`config.mk`:
```
export PLATFORM = sky130hd
export DESIGN_NAME = uic_core
export DESIGN_NICKNAME = d
export VERILOG_FILES = /design/src/core/uic_pkg.sv /design/src/core/uic_core.sv
export SDC_FILE = /design/constraint.sdc
export NUM_CORES = 1
export LEC_CHECK = 0
export BUFFER_PORTS_ARGS = -buffer_cell sky130_fd_sc_hd__buf_2
export CAP_MARGIN = 15
export CORE_MARGIN = 2
export CORE_UTILIZATION = 45
export DETAILED_ROUTE_END_ITERATION = 16
export GPL_TIMING_DRIVEN = 0
export PLACE_DENSITY = 0.79
export RECOVER_POWER = 50
export SLEW_MARGIN = 10
export SYNTH_ARGS = -nofsm -noshare
export SYNTH_HDL_FRONTEND = slang
export SYNTH_SLANG_ARGS = --single-unit
export TNS_END_PERCENT = 10
```
`constraint.sdc`:
```
create_clock -name clk_sys -period 1.9 [get_ports clk_sys]
set_input_delay 0.095 -clock clk_sys [delete_from_list [all_inputs] [get_ports clk_sys]]
set_output_delay 0.095 -clock clk_sys [all_outputs]
set_load 0.03 [all_outputs]
```
`src/core/uic_pkg.sv`:
```
// Constants, field layouts and carrier types for the UART control and IR codec block.
// Assumes one clock, synchronous inputs and an APB master with 32-bit data.
package uic_pkg;

    localparam logic [11:0] OFS_CTRL  = 12'h000;
    localparam logic [11:0] OFS_LVL   = 12'h004;
    localparam logic [11:0] OFS_MASK  = 12'h008;
    localparam logic [11:0] OFS_RAW   = 12'h00C;
    localparam logic [11:0] OFS_MSTAT = 12'h010;
    localparam logic [11:0] OFS_CLR   = 12'h014;

    localparam int CTL_EN    = 0;
    localparam int CTL_SIR   = 1;
    localparam int CTL_LP    = 2;
    localparam int CTL_TXE   = 8;
    localparam int CTL_RXE   = 9;

    localparam int IRQ_BITS  = 11;
    localparam int IRQ_OVR   = 10;
    localparam int IRQ_BRK   = 9;
    localparam int IRQ_PAR   = 8;
    localparam int IRQ_FRM   = 7;
    localparam int IRQ_RTO   = 6;
    localparam int IRQ_TXL   = 5;
    localparam int IRQ_RXL   = 4;

    localparam int LVL_RX_LO = 3;
    localparam int LVL_TX_LO = 0;
    localparam logic [2:0] LVL_HALF = 3'h2;

    localparam int FIFO_DEPTH = 16;
    localparam int LEVEL_W    = 5;
    localparam logic [1:0] PULSE_TICKS = 2'h3;

    typedef struct packed {
        logic receive_section_enable;
        logic transmit_section_enable;
        logic lowPower;
        logic ir_codec_enable;
        logic en;
    } uic_ctrl_type;

    typedef struct packed {
        logic [2:0] rxSel;
        logic [2:0] txSel;
    } uic_level_type;

    typedef enum logic [1:0] {
        ENC_IDLE  = 2'b01,
        ENC_PULSE = 2'b10
    } uic_enc_type;

    // Trigger point in entries for a level code; reserved codes give no trigger.
    function automatic logic [LEVEL_W-1:0] trigPoint(input logic [2:0] code);
        case (code)
            3'h0:    trigPoint = LEVEL_W'(FIFO_DEPTH / 8);
            3'h1:    trigPoint = LEVEL_W'(FIFO_DEPTH / 4);
            3'h2:    trigPoint = LEVEL_W'(FIFO_DEPTH / 2);
            3'h3:    trigPoint = LEVEL_W'(FIFO_DEPTH * 3 / 4);
            3'h4:    trigPoint = LEVEL_W'(FIFO_DEPTH * 7 / 8);
            default: trigPoint = '1;
        endcase
    endfunction

endpackage

```
`src/core/uic_core.sv`:
```
// Control register, IR pulse codec, FIFO level triggers and interrupt masking of a UART.
// Assumes the serializer, FIFOs and error detectors sit outside and drive synchronous inputs.
module uic_core
    import uic_pkg::*;
(
    input  wire logic                        clk_sys,
    input  wire logic                        rst,
    input  wire logic                        ce,
    input  wire logic                        psel,
    input  wire logic                        penable,
    input  wire logic                        pwrite,
    input  wire logic [11:0]                 paddr,
    input  wire logic [31:0]                 pwdata,
    output logic      [31:0]                 prdata,
    output logic                             pready,
    output logic                             pslverr,
    input  wire logic                        txSerialBit,
    input  wire logic                        txBitStart,
    input  wire logic                        baud16Tick,
    input  wire logic                        ir_low_power_ref_clk,
    input  wire logic                        txCharBusy,
    input  wire logic                        rxCharBusy,
    input  wire logic                        wired_rx_line,
    input  wire logic                        ir_pulse_in,
    input  wire logic [3:0]                  modemIn,
    input  wire logic [3:0]                  lineErrEvt,
    input  wire logic                        rxTimeoutEvt,
    input  wire logic [uic_pkg::LEVEL_W-1:0] txFifoLevel,
    input  wire logic [uic_pkg::LEVEL_W-1:0] rxFifoLevel,
    output logic                             ir_pulse_out_n,
    output logic                             wired_tx_line,
    output logic                             rxSerialBit,
    output logic                             txSectionRun,
    output logic                             rxSectionRun,
    output logic [3:0]                       modemSeen,
    output logic                             tx_level_irq,
    output logic                             rx_level_irq,
    output logic                             irqOut
);
    import uic_pkg::*;

    uic_ctrl_type          ctrl_ff;
    uic_level_type         lvl_ff;
    uic_enc_type           enc_ff;
    uic_enc_type           nxt_enc;
    logic [IRQ_BITS-1:0]   mask_ff;
    logic [IRQ_BITS-1:0]   raw_ff;
    logic [IRQ_BITS-1:0]   setVec;
    logic [IRQ_BITS-1:0]   clrVec;
    logic [IRQ_BITS-1:0]   masked;
    logic [1:0]            tick_ff;
    logic [LEVEL_W-1:0]    txPrev_ff;
    logic [LEVEL_W-1:0]    rxPrev_ff;
    logic [3:0]            modemPrev_ff;
    logic [31:0]           prdata_ff;
    logic                  pready_ff;
    logic                  pslverr_ff;
    logic                  irOut_ff;
    logic                  txLine_ff;
    logic                  rxBit_ff;
    logic                  txRun_ff;
    logic                  rxRun_ff;
    logic [3:0]            modem_ff;
    logic                  txIrq_ff;
    logic                  rxIrq_ff;
    logic                  irq_ff;

    wire        setupPh  = psel & ~penable;
    wire        accessOk = psel & penable & pready_ff;
    wire        wrDone   = accessOk & pwrite;
    wire        hitCtrl  = paddr == OFS_CTRL;
    wire        hitLvl   = paddr == OFS_LVL;
    wire        hitMask  = paddr == OFS_MASK;
    wire        hitRaw   = paddr == OFS_RAW;
    wire        hitMstat = paddr == OFS_MSTAT;
    wire        hitClr   = paddr == OFS_CLR;
    wire        mapped   = hitCtrl | hitLvl | hitMask | hitRaw | hitMstat | hitClr;
    // finish character: the running character keeps its section alive.
    wire        liveEn   = ctrl_ff.en | txCharBusy | rxCharBusy;
    // gated enable: the codec only counts while the UART is enabled or a character is still running.
    wire        sirOn    = ctrl_ff.ir_codec_enable & liveEn;
    wire        refTick  = ctrl_ff.lowPower ? ir_low_power_ref_clk : baud16Tick;
    wire        lastTick = refTick & (tick_ff == PULSE_TICKS - 2'h1);
    wire [LEVEL_W-1:0] txTrig = trigPoint(lvl_ff.txSel);
    wire [LEVEL_W-1:0] rxTrig = trigPoint(lvl_ff.rxSel);
    // crossing only: the trigger needs the previous level on the other side.
    wire        txCross  = (txPrev_ff > txTrig) & (txFifoLevel <= txTrig);
    wire        rxCross  = (rxPrev_ff < rxTrig) & (rxFifoLevel >= rxTrig);
    // modem ignored: no change is flagged while the codec runs; the held previous value is compared once it stops.
    wire [3:0]  modemChg = (modemIn ^ modemPrev_ff) & {4{~sirOn}};
    // masked status: raw state gated by the mask.
    assign masked = raw_ff & mask_ff;

    always_comb begin
        setVec                               = '0;
        setVec[IRQ_OVR:IRQ_FRM]              = lineErrEvt;
        setVec[IRQ_RTO]                      = rxTimeoutEvt;
        setVec[IRQ_TXL]                      = txCross;
        setVec[IRQ_RXL]                      = rxCross;
        setVec[3:0]                          = modemChg;
        // clear on one: zeros in the written word leave bits alone.
        clrVec                               = (wrDone & hitClr) ? pwdata[IRQ_BITS-1:0] : '0;
    end

    // reserved zero: only defined fields reach the read mux.
    wire [31:0] rdMux =
        hitCtrl  ? {22'h0, ctrl_ff.receive_section_enable, ctrl_ff.transmit_section_enable, 5'h0, ctrl_ff.lowPower,
                    ctrl_ff.ir_codec_enable, ctrl_ff.en} :
        hitLvl   ? {26'h0, lvl_ff.rxSel, lvl_ff.txSel} :
        hitMask  ? {21'h0, mask_ff} :
        hitRaw   ? {21'h0, raw_ff} :
        hitMstat ? {21'h0, masked} : 32'h0000_0000;

    // Answer in the first access cycle; if the clock enable is low at the end of setup, pready never rises.
    always_ff @(posedge clk_sys) begin
        if (rst) begin
            pready_ff  <= 1'b0;
            pslverr_ff <= 1'b0;
            prdata_ff  <= 32'h0000_0000;
        end else if (ce) begin
            pready_ff  <= setupPh;
            pslverr_ff <= setupPh & ~mapped;
            prdata_ff  <= (setupPh & ~pwrite) ? rdMux : 32'h0000_0000;
        end
    end

    always_ff @(posedge clk_sys) begin
        if (rst) begin
            ctrl_ff <= '0;
            // half-full reset: both trigger codes start at the midpoint.
            lvl_ff  <= '{rxSel: LVL_HALF, txSel: LVL_HALF};
            // mask reset: every source starts masked off.
            mask_ff <= '0;
        end else if (ce & wrDone) begin
            if (hitCtrl) begin
                ctrl_ff <= '{receive_section_enable: pwdata[CTL_RXE], transmit_section_enable: pwdata[CTL_TXE],
                             lowPower: pwdata[CTL_LP], ir_codec_enable: pwdata[CTL_SIR],
                             en: pwdata[CTL_EN]};
            end
            if (hitLvl) begin
                lvl_ff <= '{rxSel: pwdata[LVL_RX_LO+:3], txSel: pwdata[LVL_TX_LO+:3]};
            end
            // mask write: ones set and zeros clear, layout kept.
            if (hitMask) begin
                mask_ff <= pwdata[IRQ_BITS-1:0];
            end
        end
    end

    // One sticky status bit per source; a set in the clearing cycle wins.
    genvar gi;
    generate
        for (gi = 0; gi < IRQ_BITS; gi++) begin : g_stat
            always_ff @(posedge clk_sys) begin
                if (rst) begin
                    raw_ff[gi] <= 1'b0;
                end else if (ce) begin
                    raw_ff[gi] <= setVec[gi] | (raw_ff[gi] & ~clrVec[gi]);
                end
            end
        end
    endgenerate

    // pulse timing: three ticks of the selected reference end the pulse.
    always_comb begin
        case (enc_ff)
            ENC_IDLE: begin
                nxt_enc = (sirOn & txBitStart & ~txSerialBit) ? ENC_PULSE : ENC_IDLE;
            end
            ENC_PULSE: begin
                nxt_enc = (lastTick | ~sirOn) ? ENC_IDLE : ENC_PULSE;
            end
            default: begin
                nxt_enc = ENC_IDLE;
            end
        endcase
    end

    always_ff @(posedge clk_sys) begin
        if (rst) begin
            enc_ff  <= ENC_IDLE;
            tick_ff <= 2'h0;
        end else if (ce) begin
            enc_ff  <= nxt_enc;
            tick_ff <= (enc_ff == ENC_PULSE && refTick) ? tick_ff + 2'h1 :
                       (enc_ff == ENC_PULSE) ? tick_ff : 2'h0;
        end
    end

    always_ff @(posedge clk_sys) begin
        if (rst) begin
            irOut_ff     <= 1'b0;
            txLine_ff    <= 1'b1;
            rxBit_ff     <= 1'b1;
            txRun_ff     <= 1'b0;
            rxRun_ff     <= 1'b0;
            modem_ff     <= 4'h0;
            modemPrev_ff <= 4'h0;
            txPrev_ff    <= '0;
            rxPrev_ff    <= '0;
            txIrq_ff     <= 1'b0;
            rxIrq_ff     <= 1'b0;
            irq_ff       <= 1'b0;
        end else if (ce) begin
            // dark when off: the IR output only pulses while the codec runs.
            irOut_ff     <= sirOn & (nxt_enc == ENC_PULSE);
            // marking line: the wired output idles high under IR mode.
            txLine_ff    <= sirOn | txSerialBit;
            rxBit_ff     <= sirOn ? ~ir_pulse_in : wired_rx_line;
            // section gating: each direction needs its own enable and the global one, or its character still running.
            txRun_ff     <= (ctrl_ff.transmit_section_enable & ctrl_ff.en) | txCharBusy;
            rxRun_ff     <= (ctrl_ff.receive_section_enable & ctrl_ff.en) | rxCharBusy;
            modem_ff     <= sirOn ? modem_ff : modemIn;
            modemPrev_ff <= sirOn ? modemPrev_ff : modemIn;
            txPrev_ff    <= txFifoLevel;
            rxPrev_ff    <= rxFifoLevel;
            txIrq_ff     <= masked[IRQ_TXL];
            rxIrq_ff     <= masked[IRQ_RXL];
            // combined line: any masked source raises it.
            irq_ff       <= |masked;
        end
    end

    assign prdata         = prdata_ff;
    assign pready         = pready_ff;
    assign pslverr        = pslverr_ff;
    assign ir_pulse_out_n = irOut_ff;
    assign wired_tx_line  = txLine_ff;
    assign rxSerialBit    = rxBit_ff;
    assign txSectionRun   = txRun_ff;
    assign rxSectionRun   = rxRun_ff;
    assign modemSeen      = modem_ff;
    assign tx_level_irq   = txIrq_ff;
    assign rx_level_irq   = rxIrq_ff;
    assign irqOut         = irq_ff;
endmodule // uic_core

```
==> results.toml <==
[run_status]
status = "complete, no violations"

[cells_and_area]
final_cell_mix = "71 x dfxtp_1, 54 x buf_2, 44 x clkbuf_1, 44 x nand2_1, 38 x nor2_1"
syn_to_final_growth_pct = 24.2
nFillCells = 819
antenna_cells = 0
nNetsFinal = 689
final_common_cell = "dfxtp_1"
final_util_pct = 57.1
drive_gt1_share_pct = 18.0
final_cells = 703

[timing]
setup_viol = 0
worstMarginPinSlew_ns = 0.909
final-hold-violation-count = 0
min_period_over_period_pct = 94.7
rsz0062_at_grt = "false"
skew_ns = 0.00969
hold_slack_ns = 0.00120
min_period_ns = 1.80
slew-limit-headroom_pct = 39.2
max_freq_mhz = 556
slew_viol_final = 0

[setup_path]
cp_cell_sequence = "buf_2, or4_4, or3_1, buf_6, nor4_4, mux2i_1"
cp-end-kind = "flop"
r2r-start = "ctrl_ff[0]$_SDFFE_PP0P_"
worstReg2RegEnd = "raw_ff[2]$_SDFFE_PP0P_"
ff2ff_setup_slack_ns = 0.16
required_ns = 2.19
crit_fanout = 9
cp_num_buf_inv = 2
cp.arrival_ns = 2.09
start_kind = "input pin"
cp_slowest_cell = "or4_4"
cp_slowest_stage_delay_ns = 0.55
reg2reg_depth = 5
worst-setup-path-type = "input pin to flop"
critPathTopFamily = "simple AND/OR/NAND/NOR gates"

[synthesis]
yosysSeqAreaShare_pct = 36.1
synth_top_area_cell = "dfxtp_1"
ys_warn_count = 0
syn_area_per_cell_um2 = 8.57
syn_inst = 466
synthTopCellsByArea = "dfxtp_1 36%, mux2i_1 8.3%, ha_1 6.9%, a21oi_1 4.5%, nand2_1 4.1%"
synthDistinctLibCells = 55
async_reset_ff_share_pct = 0
ys_seq_elements = 72
synth_edf_count = 0
synth_top_area_share_pct = 36.1
syn_area_um2 = 3990
synth_ff_type = "dfxtp_1"

[grt]
grt_pass1_wl_mm = 19.2
grt-ovfl-total = 0
grt_start_max_net_pins = 14
grt_pass1_vias = 3926
grt_use_total_pct = 24.8
antenna_found_initial = 0

[floorplan]
boundaryPins = 123
initial_core_util_pct = 46.0
rows = 34
die_h_um = 98.2
core_area_um2 = 8680
fp.dieW_um = 98.2
dieArea_um2 = 9640

[worst_hold_path]
hp-start = "modemIn[1]"
hold_path_end = "modemSeen[1]$_SDFFE_PP0P_"
hp-class = "input pin to flop"
holdPathStages = 3

[clock_tree]
clock-root-buffer = "clkbuf_8"
cts.sinks = 72
h-tree-depth = 3
clk_pin_slew_ns = 0.08
clock_latency_ns = 0.35
clockBufferDepth = 2
cts_tree = "done"
cts_buffers = 9

[detailed_routing]
drt-pass1-iter-count = 5
dr.first_iter.drc_count = 271
viasPerCell = 5.69
num_vias = 4003
drcViolationCount = 0
antenna_left = 0
wirelength_mm = 11.9
wl_per_cell_um = 16.9

[run]
max_cap_violations = 0

[placement]
dpl.hpwl_mm = 8.88
io_buffer_count = 80
placed_cells = 674
place_congestion = 0.928

[power]
p_leak_nw = 2.13
peakVddDrop_mv = 0.408
powerDensity_nw_per_um2 = 699
power by group:
part	switching, mW	internal (mW)
Clock	0.610	0.741
Combinational	0.321	0.200
Sequential	0.0415	1.55
Total	0.973	2.49
state kept, by name (all words and copies together), names as in the netlist:
| signal | count |
|---|---|
| rx_level_irq | 1 |
| modemSeen | 4 |
| irqOut | 1 |
| txPrev_ff | 5 |
| wired_tx_line | 1 |
| ir_pulse_out_n | 1 |
| txSectionRun | 1 |
| pready | 1 |
| rxPrev_ff | 5 |
| rxSectionRun | 1 |
| raw_ff | 11 |
| tx_level_irq | 1 |
| prdata | 11 |
| lvl_ff | 6 |
| rxSerialBit | 1 |
| enc_ff | 2 |
| pslverr | 1 |
| ctrl_ff | 5 |
| tick_ff | 2 |
| mask_ff | 11 |
metal layers:
metal / share of wire, % / vias to the layer above / track usage (%)
met5: 0 / - / 0
met4: 2.9 / 0 / 11.1
met3: 9.1 / 25 / 4.51
met2: 46 / 202 / 41.1
met1: 42 / 1851 / 31.7
li1: - / 1925 / -
cell type report:
class / count / area [um^2] / share of cell area, %
sequential: 72 / 1440 / 29.1
tap: 108 / 135 / 2.73
clock inverter: 7 / 95.1 / 1.92
clock buffer: 9 / 124 / 2.50
inverter: 18 / 67.6 / 1.36
multi-input combinational: 351 / 2340 / 47.1
timing repair buffer: 93 / 497 / 10.0
buffer: 45 / 259 / 5.22
cells by family (layout without fill, tap and decap cells):
group | Yosys count | count (layout) | synth area share (%)
other | 1 | 21 | 0.0939
flip-flops | 72 | 72 | 36.1
adder cells (fa/ha/maj) | 22 | 22 | 6.89
multiplexers | 34 | 34 | 8.56
buffers and inverters | 63 | 172 | 8.15
XOR/XNOR | 4 | 4 | 0.877
AO/OA/AOI/OAI | 126 | 126 | 21.5
AND/OR/NAND/NOR | 144 | 144 | 17.8
repair_timing:
item                                    CTS  global route
endpoints found under the setup margin   11            18
pin swaps                                 0             1
gates resized for setup                   3             7
endpoints found under the hold margin    14             0
hold buffers                             13             0
cloned                                    0             0
setup buffers                             0             0
how the worst max path moves through the flow:
stage	end	depth (start not counted)	slack [ns]	from
after floorplan	lvl_ff[0]$_SDFFE_PP0P_	5	0.06	paddr[10]
after global placement	mask_ff[4]$_SDFFE_PP0P_	5	-0.35	paddr[2]
after detailed placement	mask_ff[4]$_SDFFE_PP0P_	5	-0.37	paddr[2]
after CTS	raw_ff[2]$_SDFFE_PP0P_	6	0.01	paddr[10]
after global routing	raw_ff[4]$_SDFFE_PP0P_	6	0.01	lvl_ff[4]$_SDFFE_PP1P_
final	lvl_ff[4]$_SDFFE_PP1P_	6	0.1	paddr[10]
synthesized netlist by cell type, drive strengths merged (5+ instances only):
cell type,instances
a31oi,5
buf,32
o21ai,20
mux2i,33
nand2b,6
o31ai,10
clkbuf,13
a22oi,6
nor3,13
a21oi,36
o311ai,10
nand2,44
nor2,38
nand3,9
ha,22
dfxtp,72
nor2b,6
inv,18
a311oi,10
nand4,6
stage by stage:
step                instance area [um^2]  setup WS (ns)  total power [mW]  TNS [ns]
floorplan                           4070         0.0608              1.95         0
global placement                    4600         -0.352              2.11     -9.76
detailed placement                  4600         -0.374              2.12    -11.00
CTS                                 4970         0.0138              3.47         0
global route                        4960         0.0100              3.58         0
finish                              4960          0.100              3.47         0
worst register-to-register path: stages, from the launching register on:
cell and delay [ns]:
dfxtp_1 0.38, o31ai_4 0.40, and2_1 0.24, buf_2 0.25, nand2_1 0.09, a311oi_1 0.29
Note: power is estimated with default switching activity, not from simulation.
